### src/core/d2t_pkg.sv
package d2t_pkg;

    // ==================================================
    // Register map
    localparam int ADDR_W = 8;
    localparam logic [7:0] OFF_CTRL = 8'h00;
    localparam logic [7:0] OFF_STATUS = 8'h04;
    localparam logic [7:0] OFF_MODE = 8'h08;
    localparam logic [7:0] OFF_ERR = 8'h0C;

    localparam int CTRL_AL_LSB = 0;
    localparam int CTRL_AL_W = 3;
    localparam logic [2:0] RST_CTRL_AL = 3'h0;

    localparam int ST_CKE = 0;
    localparam int ST_ODT = 1;
    localparam int ST_DQS_DIFF = 2;
    localparam int ST_READ_OK = 3;
    localparam int ST_PD_ACTIVE = 4;
    localparam int ST_SLOW_EXIT = 5;
    localparam int ST_PD_PRECH = 6;

    localparam int ERR_CKE = 0;
    localparam int ERR_XARD = 1;
    localparam int ERR_WTR = 2;
    localparam int ERR_W = 3;

    // ==================================================
    // Mode register layout
    localparam int MR_W = 14;
    localparam int MR_DQS_N_BIT = 10;
    localparam int MR_PD_SLOW_BIT = 12;
    localparam int AP_BIT = 10;
    localparam logic [13:0] RST_MR = 14'h0000;

    // ==================================================
    // Timing in input clock edges; AOFD_HALF_NCK counts half edges
    localparam int CKE_REG_NCK = 3;
    localparam int XARD_NCK = 2;
    localparam int XARDS_BASE_NCK = 8;
    localparam int AOND_NCK = 2;
    localparam int AOFD_HALF_NCK = 5;
    localparam int AOFD_NCK = (AOFD_HALF_NCK + 1) / 2;
    localparam int WTR_NCK = 2;

    // ==================================================
    // Bus answers
    localparam logic [1:0] RESP_OKAY = 2'h0;
    localparam logic [1:0] RESP_SLVERR = 2'h2;

    typedef enum logic [2:0] {
        CMD_NOP, CMD_DESEL, CMD_ACT, CMD_RD, CMD_WR, CMD_PRE, CMD_REF, CMD_MRS
    } d2t_cmd_t;

    typedef enum logic [1:0] {
        PD_UP, PD_ACTIVE, PD_PRECH, PD_EXIT
    } d2t_pd_t;

    function automatic logic reg_hit(input logic [7:0] addr);
        reg_hit = (addr == OFF_CTRL) || (addr == OFF_STATUS) || (addr == OFF_MODE) || (addr == OFF_ERR);
    endfunction

    function automatic d2t_cmd_t decode_cmd(input logic [3:0] c);
        unique case (c)
            4'h0: decode_cmd = CMD_MRS;
            4'h1: decode_cmd = CMD_REF;
            4'h2: decode_cmd = CMD_PRE;
            4'h3: decode_cmd = CMD_ACT;
            4'h4: decode_cmd = CMD_WR;
            4'h5: decode_cmd = CMD_RD;
            4'h7: decode_cmd = CMD_NOP;
            default: decode_cmd = c[3] ? CMD_DESEL : CMD_NOP;
        endcase
    endfunction

endpackage

### src/core/d2t_reg_if.sv
`timescale 1ns/1ps
`default_nettype none
interface d2t_reg_if;
    logic wr_en;
    logic [7:0] wr_addr;
    logic [31:0] wr_data;
    logic [3:0] wr_strb;
    logic [7:0] rd_addr;
    logic [31:0] rd_data;

    modport bus (output wr_en, output wr_addr, output wr_data, output wr_strb, output rd_addr, input rd_data);
    modport regs (input wr_en, input wr_addr, input wr_data, input wr_strb, input rd_addr, output rd_data);
endinterface
`default_nettype wire

### src/core/d2t_axil_slave.sv
`timescale 1ns/1ps
`default_nettype none
module d2t_axil_slave
    import d2t_pkg::*;
(
    input wire logic clk,
    input wire logic rst,
    input wire logic [7:0] awaddr,
    input wire logic awvalid,
    output logic awready,
    input wire logic [31:0] wdata,
    input wire logic [3:0] wstrb,
    input wire logic wvalid,
    output logic wready,
    output logic [1:0] bresp,
    output logic bvalid,
    input wire logic bready,
    input wire logic [7:0] araddr,
    input wire logic arvalid,
    output logic arready,
    output logic [31:0] rdata,
    output logic [1:0] rresp,
    output logic rvalid,
    input wire logic rready,
    d2t_reg_if.bus rb
);
    logic aw_have_q, aw_have_d, w_have_q, w_have_d;
    logic [7:0] awaddr_q, awaddr_d;
    logic [31:0] wdata_q, wdata_d;
    logic [3:0] wstrb_q, wstrb_d;
    logic bvalid_q, bvalid_d, awready_q, awready_d, wready_q, wready_d;
    logic [1:0] bresp_q, bresp_d, rresp_q, rresp_d;
    logic arready_q, arready_d, rvalid_q, rvalid_d;
    logic [31:0] rdata_q, rdata_d;
    logic do_wr;

    // ==================================================
    // Write channel: address and data taken in either order
    always_comb begin
        aw_have_d = aw_have_q;
        w_have_d = w_have_q;
        awaddr_d = awaddr_q;
        wdata_d = wdata_q;
        wstrb_d = wstrb_q;
        bvalid_d = bvalid_q;
        bresp_d = bresp_q;
        do_wr = aw_have_q && w_have_q && !bvalid_q;
        if (awvalid && awready_q) begin
            aw_have_d = 1'b1;
            awaddr_d = awaddr;
        end
        if (wvalid && wready_q) begin
            w_have_d = 1'b1;
            wdata_d = wdata;
            wstrb_d = wstrb;
        end
        if (do_wr) begin
            aw_have_d = 1'b0;
            w_have_d = 1'b0;
            bvalid_d = 1'b1;
            bresp_d = reg_hit(awaddr_q) ? RESP_OKAY : RESP_SLVERR;
        end else if (bvalid_q && bready) begin
            bvalid_d = 1'b0;
        end
        awready_d = !aw_have_d && !bvalid_d;
        wready_d = !w_have_d && !bvalid_d;
    end

    // ==================================================
    // Read channel: one cycle from address to data
    always_comb begin
        arready_d = arready_q;
        rvalid_d = rvalid_q;
        rdata_d = rdata_q;
        rresp_d = rresp_q;
        if (arvalid && arready_q) begin
            arready_d = 1'b0;
            rvalid_d = 1'b1;
            rdata_d = reg_hit(araddr) ? rb.rd_data : 32'h0000_0000;
            rresp_d = reg_hit(araddr) ? RESP_OKAY : RESP_SLVERR;
        end else if (rvalid_q && rready) begin
            rvalid_d = 1'b0;
            arready_d = 1'b1;
        end
    end

    always_ff @(posedge clk) begin
        if (rst) begin
            aw_have_q <= 1'b0;
            w_have_q <= 1'b0;
            awaddr_q <= 8'h00;
            wdata_q <= 32'h0000_0000;
            wstrb_q <= 4'h0;
            bvalid_q <= 1'b0;
            bresp_q <= RESP_OKAY;
            awready_q <= 1'b1;
            wready_q <= 1'b1;
            arready_q <= 1'b1;
            rvalid_q <= 1'b0;
            rdata_q <= 32'h0000_0000;
            rresp_q <= RESP_OKAY;
        end else begin
            aw_have_q <= aw_have_d;
            w_have_q <= w_have_d;
            awaddr_q <= awaddr_d;
            wdata_q <= wdata_d;
            wstrb_q <= wstrb_d;
            bvalid_q <= bvalid_d;
            bresp_q <= bresp_d;
            awready_q <= awready_d;
            wready_q <= wready_d;
            arready_q <= arready_d;
            rvalid_q <= rvalid_d;
            rdata_q <= rdata_d;
            rresp_q <= rresp_d;
        end
    end

    assign rb.wr_en = do_wr && reg_hit(awaddr_q);
    assign rb.wr_addr = awaddr_q;
    assign rb.wr_data = wdata_q;
    assign rb.wr_strb = wstrb_q;
    assign rb.rd_addr = araddr;
    assign awready = awready_q;
    assign wready = wready_q;
    assign bvalid = bvalid_q;
    assign bresp = bresp_q;
    assign arready = arready_q;
    assign rvalid = rvalid_q;
    assign rdata = rdata_q;
    assign rresp = rresp_q;
endmodule
`default_nettype wire

### src/core/d2t_timing.sv
// What this block does
// - CKE counts only after three equal samples; controller holds it that long.
// - Device tolerates long write postamble; the limit only costs bus turnaround.
// - Mode bit 10 low selects differential data strobes for write capture.
// - Mode bit 12 picks fast or slow active power-down exit before reads.
// - Termination turns on two clock edges after ODT first registers high.
// - Termination turns off three clock edges after ODT first registers low, 2.5 rounded up.
// - Nanosecond parameters work at rounded-up clock counts when jitter limits hold.
// - Clock-count units mean real clock edges, not elapsed time.
`timescale 1ns/1ps
`default_nettype none
module d2t_timing
    import d2t_pkg::*;
(
    input wire logic clk,
    input wire logic rst,
    input wire logic [7:0] s_awaddr,
    input wire logic s_awvalid,
    output logic s_awready,
    input wire logic [31:0] s_wdata,
    input wire logic [3:0] s_wstrb,
    input wire logic s_wvalid,
    output logic s_wready,
    output logic [1:0] s_bresp,
    output logic s_bvalid,
    input wire logic s_bready,
    input wire logic [7:0] s_araddr,
    input wire logic s_arvalid,
    output logic s_arready,
    output logic [31:0] s_rdata,
    output logic [1:0] s_rresp,
    output logic s_rvalid,
    input wire logic s_rready,
    input wire logic cke_pin,
    input wire logic cs_n_pin,
    input wire logic ras_n_pin,
    input wire logic cas_n_pin,
    input wire logic we_n_pin,
    input wire logic [2:0] ba_pin,
    input wire logic [13:0] addr_pin,
    input wire logic odt_pin,
    output logic cke_level_q,
    output logic odt_term_en_q,
    output logic dqs_diff_en_q,
    output logic read_ok_q
);
    localparam int PIN_W = 23;

    d2t_reg_if rif ();

    d2t_axil_slave u_bus (
        .clk(clk), .rst(rst),
        .awaddr(s_awaddr), .awvalid(s_awvalid), .awready(s_awready),
        .wdata(s_wdata), .wstrb(s_wstrb), .wvalid(s_wvalid), .wready(s_wready),
        .bresp(s_bresp), .bvalid(s_bvalid), .bready(s_bready),
        .araddr(s_araddr), .arvalid(s_arvalid), .arready(s_arready),
        .rdata(s_rdata), .rresp(s_rresp), .rvalid(s_rvalid), .rready(s_rready),
        .rb(rif.bus)
    );

    // ==================================================
    // Pin synchroniser
    logic [PIN_W-1:0] sync1_q, sync2_q;
    always_ff @(posedge clk) begin
        if (rst) begin
            // Command strobes idle high, CKE low, so no false level change after reset
            sync1_q <= 23'h00000F;
            sync2_q <= 23'h00000F;
        end else begin
            sync1_q <= {odt_pin, addr_pin, ba_pin, cke_pin, cs_n_pin, ras_n_pin, cas_n_pin, we_n_pin};
            sync2_q <= sync1_q;
        end
    end

    logic [3:0] cmd_bits;
    logic cke_s, odt_s;
    logic [2:0] ba_s;
    logic [13:0] addr_s;
    d2t_cmd_t cmd;
    assign cmd_bits = sync2_q[3:0];
    assign cke_s = sync2_q[4];
    assign ba_s = sync2_q[7:5];
    assign addr_s = sync2_q[21:8];
    assign odt_s = sync2_q[22];
    // Commands count only while CKE stands registered high
    assign cmd = cke_level_q ? decode_cmd(cmd_bits) : CMD_NOP;

    // ==================================================
    // State
    logic cke_cand_q, cke_cand_d, cke_level_d;
    logic [1:0] cke_cnt_q, cke_cnt_d;
    logic [7:0] bank_open_q, bank_open_d;
    logic [MR_W-1:0] mr_q, mr_d;
    logic [2:0] al_q, al_d;
    d2t_pd_t pd_q, pd_d;
    logic [3:0] exit_cnt_q, exit_cnt_d, xards_cyc;
    logic odt_prev_q, odt_prev_d, odt_tgt_q, odt_tgt_d, odt_term_en_d;
    logic [1:0] odt_cnt_q, odt_cnt_d;
    logic [1:0] wtr_cnt_q, wtr_cnt_d;
    logic [ERR_W-1:0] err_q, err_d, err_set, err_clr;
    logic dqs_diff_en_d, read_ok_d;

    // Slow exit shortens with additive latency, never below one edge
    assign xards_cyc = (al_q >= 3'(XARDS_BASE_NCK - 1)) ? 4'h1 : 4'(XARDS_BASE_NCK) - {1'b0, al_q};

    always_comb begin
        err_set = '0;
        // ==================================================
        // CKE registration by consecutive samples
        cke_cand_d = cke_s;
        cke_level_d = cke_level_q;
        cke_cnt_d = cke_cnt_q;
        if (cke_s != cke_cand_q) begin
            cke_cnt_d = 2'h1;
            // Level changed before the previous one was registered
            if (cke_cand_q != cke_level_q) begin
                err_set[ERR_CKE] = 1'b1;
            end
        end else if (cke_cnt_q != 2'(CKE_REG_NCK)) begin
            cke_cnt_d = cke_cnt_q + 2'h1;
        end
        if (cke_cnt_d == 2'(CKE_REG_NCK)) begin
            cke_level_d = cke_s;
        end

        // ==================================================
        // Bank tracking and mode register load
        bank_open_d = bank_open_q;
        mr_d = mr_q;
        unique case (cmd)
            CMD_ACT: bank_open_d[ba_s] = 1'b1;
            CMD_PRE: begin
                if (addr_s[AP_BIT]) begin
                    bank_open_d = 8'h00;
                end else begin
                    bank_open_d[ba_s] = 1'b0;
                end
            end
            CMD_MRS: begin
                if (ba_s == 3'h0) begin
                    mr_d = addr_s;
                end
            end
            default: begin
            end
        endcase
        dqs_diff_en_d = !mr_q[MR_DQS_N_BIT];

        // ==================================================
        // Power-down entry and exit, counted in edges
        pd_d = pd_q;
        exit_cnt_d = exit_cnt_q;
        unique case (pd_q)
            PD_UP: begin
                if (cke_level_q && !cke_level_d) begin
                    pd_d = (|bank_open_q) ? PD_ACTIVE : PD_PRECH;
                end
            end
            PD_ACTIVE: begin
                if (cke_level_d) begin
                    pd_d = PD_EXIT;
                    exit_cnt_d = mr_q[MR_PD_SLOW_BIT] ? xards_cyc : 4'(XARD_NCK);
                end
            end
            PD_PRECH: begin
                if (cke_level_d) begin
                    pd_d = PD_UP;
                end
            end
            PD_EXIT: begin
                if (cmd == CMD_RD) begin
                    err_set[ERR_XARD] = 1'b1;
                end
                if (exit_cnt_q == 4'h1) begin
                    pd_d = PD_UP;
                end
                exit_cnt_d = exit_cnt_q - 4'h1;
            end
        endcase
        read_ok_d = (pd_d == PD_UP);

        // ==================================================
        // On-die termination delays; off rounds 2.5 edges up to 3
        odt_prev_d = odt_s;
        odt_tgt_d = odt_tgt_q;
        odt_cnt_d = odt_cnt_q;
        odt_term_en_d = odt_term_en_q;
        if (odt_s && !odt_prev_q) begin
            odt_tgt_d = 1'b1;
            odt_cnt_d = 2'(AOND_NCK);
        end else if (!odt_s && odt_prev_q) begin
            odt_tgt_d = 1'b0;
            odt_cnt_d = 2'(AOFD_NCK);
        end else if (odt_cnt_q != 2'h0) begin
            odt_cnt_d = odt_cnt_q - 2'h1;
            if (odt_cnt_q == 2'h1) begin
                odt_term_en_d = odt_tgt_q;
            end
        end

        // ==================================================
        // Write-to-read turnaround watch; postamble length is never checked
        wtr_cnt_d = (wtr_cnt_q != 2'h0) ? wtr_cnt_q - 2'h1 : 2'h0;
        if (cmd == CMD_WR) begin
            wtr_cnt_d = 2'(WTR_NCK - 1);
        end else if (cmd == CMD_RD && wtr_cnt_q != 2'h0) begin
            err_set[ERR_WTR] = 1'b1;
        end
    end

    // ==================================================
    // Registers: CTRL steers exit timing, ERR clears on write of one
    always_comb begin
        al_d = al_q;
        err_clr = '0;
        if (rif.wr_en && rif.wr_strb[0]) begin
            if (rif.wr_addr == OFF_CTRL) begin
                al_d = rif.wr_data[CTRL_AL_LSB +: CTRL_AL_W];
            end
            if (rif.wr_addr == OFF_ERR) begin
                err_clr = rif.wr_data[ERR_W-1:0];
            end
        end
        // A new event beats a simultaneous clear
        err_d = (err_q & ~err_clr) | err_set;
    end

    always_comb begin
        rif.rd_data = 32'h0000_0000;
        unique case (rif.rd_addr)
            OFF_CTRL: rif.rd_data[CTRL_AL_LSB +: CTRL_AL_W] = al_q;
            OFF_STATUS: begin
                rif.rd_data[ST_CKE] = cke_level_q;
                rif.rd_data[ST_ODT] = odt_term_en_q;
                rif.rd_data[ST_DQS_DIFF] = dqs_diff_en_q;
                rif.rd_data[ST_READ_OK] = read_ok_q;
                rif.rd_data[ST_PD_ACTIVE] = (pd_q == PD_ACTIVE);
                rif.rd_data[ST_SLOW_EXIT] = mr_q[MR_PD_SLOW_BIT];
                rif.rd_data[ST_PD_PRECH] = (pd_q == PD_PRECH);
            end
            OFF_MODE: rif.rd_data[MR_W-1:0] = mr_q;
            OFF_ERR: rif.rd_data[ERR_W-1:0] = err_q;
            default: rif.rd_data = 32'h0000_0000;
        endcase
    end

    always_ff @(posedge clk) begin
        if (rst) begin
            cke_cand_q <= 1'b0;
            cke_cnt_q <= 2'h0;
            cke_level_q <= 1'b0;
            bank_open_q <= 8'h00;
            mr_q <= RST_MR;
            al_q <= RST_CTRL_AL;
            pd_q <= PD_UP;
            exit_cnt_q <= 4'h0;
            odt_prev_q <= 1'b0;
            odt_tgt_q <= 1'b0;
            odt_cnt_q <= 2'h0;
            odt_term_en_q <= 1'b0;
            wtr_cnt_q <= 2'h0;
            err_q <= '0;
            dqs_diff_en_q <= 1'b1;
            read_ok_q <= 1'b1;
        end else begin
            cke_cand_q <= cke_cand_d;
            cke_cnt_q <= cke_cnt_d;
            cke_level_q <= cke_level_d;
            bank_open_q <= bank_open_d;
            mr_q <= mr_d;
            al_q <= al_d;
            pd_q <= pd_d;
            exit_cnt_q <= exit_cnt_d;
            odt_prev_q <= odt_prev_d;
            odt_tgt_q <= odt_tgt_d;
            odt_cnt_q <= odt_cnt_d;
            odt_term_en_q <= odt_term_en_d;
            wtr_cnt_q <= wtr_cnt_d;
            err_q <= err_d;
            dqs_diff_en_q <= dqs_diff_en_d;
            read_ok_q <= read_ok_d;
        end
    end
endmodule
`default_nettype wire

### config.mk
export PLATFORM = sky130hd
export DESIGN_NAME = d2t_timing
export DESIGN_NICKNAME = d
export VERILOG_FILES = /design/src/core/d2t_pkg.sv /design/src/core/d2t_reg_if.sv /design/src/core/d2t_axil_slave.sv /design/src/core/d2t_timing.sv
export SDC_FILE = /design/constraint.sdc
export NUM_CORES = 1
export LEC_CHECK = 0
export ABC_AREA = 1
export CORE_ASPECT_RATIO = 1.25
export CORE_MARGIN = 5
export CORE_UTILIZATION = 40
export DETAILED_ROUTE_END_ITERATION = 10
export DONT_BUFFER_PORTS = 1
export GPL_TIMING_DRIVEN = 0
export PLACE_DENSITY = 0.54
export SYNTH_ARGS = -nofsm -noshare
export SYNTH_HDL_FRONTEND = slang
export SYNTH_HIERARCHICAL = 1
export SYNTH_SLANG_ARGS = --single-unit
### constraint.sdc
create_clock -name clk -period 3.1 [get_ports clk]
set_clock_uncertainty 0.2 [all_clocks]
set_input_delay 0.62 -clock clk [delete_from_list [all_inputs] [get_ports clk]]
set_output_delay 0.62 -clock clk [all_outputs]
set_load 0.01 [all_outputs]
==> reports/qor.csv <==
stage;metric;value;unit
run_status;status;complete, no violations;
critical_path;crit-path max FO;7;
clocking;Max Buffers Root-to-Sink;2;
die;row cnt;51;
synth;Post-Syn Area;6270;sq um
layout;share of cells above drive strength 1;13.3;%
power_and_ir_drop;Leakage;3.22;nW
synth;Mapped Cells;834;
global_route;total gr overflow;0;
detailed_routing;WL final;12800;um
global_route;largest net degree at the start of global routing;17;
die;Starting Density;40.5;%
clocking;CTS tree;done;
global_route;vias in the first global route;4551;
power_and_ir_drop;worst vdd ir;0.000391;V
flow_run;max cap viols;0;
placed_design;Port Buf Inserts;0;
layout;commonest non-fill, non-tap cell in the layout;nor2_1;
timing;RSZ-0062 raised after global routing;no;
timing;Relative slew margins;53.0;%
min_path;worst hold path stage count;1;
critical_path;Worst Setup Start Kind;primary input;
timing;fin crit share;67.5;%
timing;Final Hold Viols;0;
critical_path;CP max stage cell;nor3_1;
critical_path;CP Class;in -> reg;
min_path;Hold WC Path Type;in -> reg;
placed_design;hpwl dp;9620;um
global_route;first-pass GRT wire length;21600;um
critical_path;R2R Setup Slk;1.12;ns
layout;Antenna Cells;0;
detailed_routing;post-route met1 wirelength;5750;um
timing;Hold Slack;0.0610;ns
die;core area;15500;sq um
detailed_routing;DRC viols;0;
detailed_routing;met2 WL;6090;um
critical_path;cell seen most often among critical-path stages;o21ai_0;
timing;PnR worst setup slack;1.01;ns
timing;Least-Margin Pin Slew;0.699;ns
detailed_routing;vias per cell;4.35;
clocking;Reg clk slew, reported paths;0.06;ns
timing;Final Max Slew Viols;0;
critical_path;crit end category;flop;
detailed_routing;TritonRoute pass-1 iters;4;
layout;P&R area growth vs syn;15.6;%
clocking;Clk Tree Root Cell;clkbuf_16;
critical_path;Critical Path Start;s_araddr[1];
critical_path;CP Capture Point;u_bus/rdata[6];
global_route;antenna violations before repair;0;
die;die area;18300;sq um
timing;final setup fails;0;
detailed_routing;met3 WL;735;um
layout;Final nets;963;
detailed_routing;Final ANT Viol Nets;0;
detailed_routing;Vias;4770;
critical_path;Critical Path RT;3.26;ns
clocking;Num CTS Buffers;17;
critical_path;reg2reg path depth;9;
detailed_routing;initial drt markers;254;
timing;Setup TNS;0;ns
critical_path;critical-path cell list;buf_4 > or2_2 > nor3_1 > nand3_1 > o21ai_0 > or2_0 > o21ai_0 > nor2_1;
clocking;post-CTS setup buffer count;0;
global_route;GR Util All Layers;14.8;%
die;Die Wd;122;um
clocking;CTS resizes;0;
timing;Max Fclk;478;MHz
layout;fin cells;1096;
layout;most frequent cells in the layout;165 x nor2_1, 146 x dfxtp_1, 130 x inv_1;
die;# IOs;127;
placed_design;worst slack at placement;0.551;ns
critical_path;RR Endpoint;al_q[0];
clocking;clock sinks;146;
critical_path;WP data arrival;2.25;ns
clocking;H-tree Lvls;4;
critical_path;Reg2Reg Launch Point;u_bus/bvalid;
clocking;hold_buf cts;0;
layout;fill count;1613;
detailed_routing;DR WL/cell;11.7;um
power_and_ir_drop;Power Density;641;nW/um^2
placed_design;Placed Cells incl. Taps;1064;
detailed_routing;uppermost routed layer;met4;
clocking;worst-skew pair later-pin latency;0.43;ns
critical_path;slowest stage delay, CP;0.55;ns
timing;Final Critical Period;2.09;ns
placed_design;Placer Congestion;0.753;
die;Die H;150;um
synth;syn avg cell area;7.52;sq um
synth;synth warn;6;
[metrics by stage]
step / cell area [sq um] / power, W / util, %
3_3_place_gp: 6610 / 0.00246 / 42.6
3_5_place_dp: 6610 / 0.00247 / 42.6
6_report: 7250 / 0.00465 / 46.8
5_1_grt: 7250 / 0.00487 / 46.8
2_1_floorplan: 6340 / 0.00238 / -
4_1_cts: 7250 / 0.00471 / 46.8
[state kept, by name (all words and copies together) (netlist names), 2 cells and up]
name / cells
pd_q: 2
sync1_q: 23
u_bus/rdata: 32
mr_q: 14
bank_open_q: 8
exit_cnt_q: 4
al_q: 3
odt_cnt_q: 2
u_bus/rb.wr_addr: 8
u_bus/rb.wr_data: 3
err_q: 3
cke_cnt_q: 2
sync2_q: 23
wtr_cnt_q: 2
[worst min path at each step]
stage | start | endpoint
6_report | rst | u_bus/bvalid
5_1_grt | rst | u_bus/w_have_q
2_1_floorplan | mr_q[10] | dqs_diff_en_q
3_3_place_gp | sync1_q[21] | sync2_q[21]
3_5_place_dp | sync1_q[2] | sync2_q[2]
4_1_cts | rst | u_bus/w_have_q
[critical path: cells and delay by family]
kind / cells / cell delay (ns)
AOI/OAI and AO/OA: 2 / 0.21
and+or+nand+nor: 5 / 1.31
buffers and inverters: 1 / 0.10
[area by class of cell]
cell class / instances / area (sq um) / area share, %
Buffer: 39 / 293 / 4.04
Inverter: 136 / 513 / 7.08
Multi-Input combinational cell: 531 / 2610 / 36.0
Sequential cell: 146 / 2920 / 40.3
Clock buffer: 17 / 425 / 5.87
Tap cell: 212 / 265 / 3.66
Clock inverter: 15 / 219 / 3.02
[layer usage]
layer,vias up,global-route usage (%)
met2,87,24.8
li1,2605,-
met3,18,4.88
met4,0,5.61
met1,2060,17.7
met5,-,0
[power breakdown]
group | switching, W | internal, W
combinational | 0.000210 | 0.000154
clock | 0.000852 | 0.00138
sequential | 0.0000819 | 0.00198
Power figures use the tool's default switching activity.
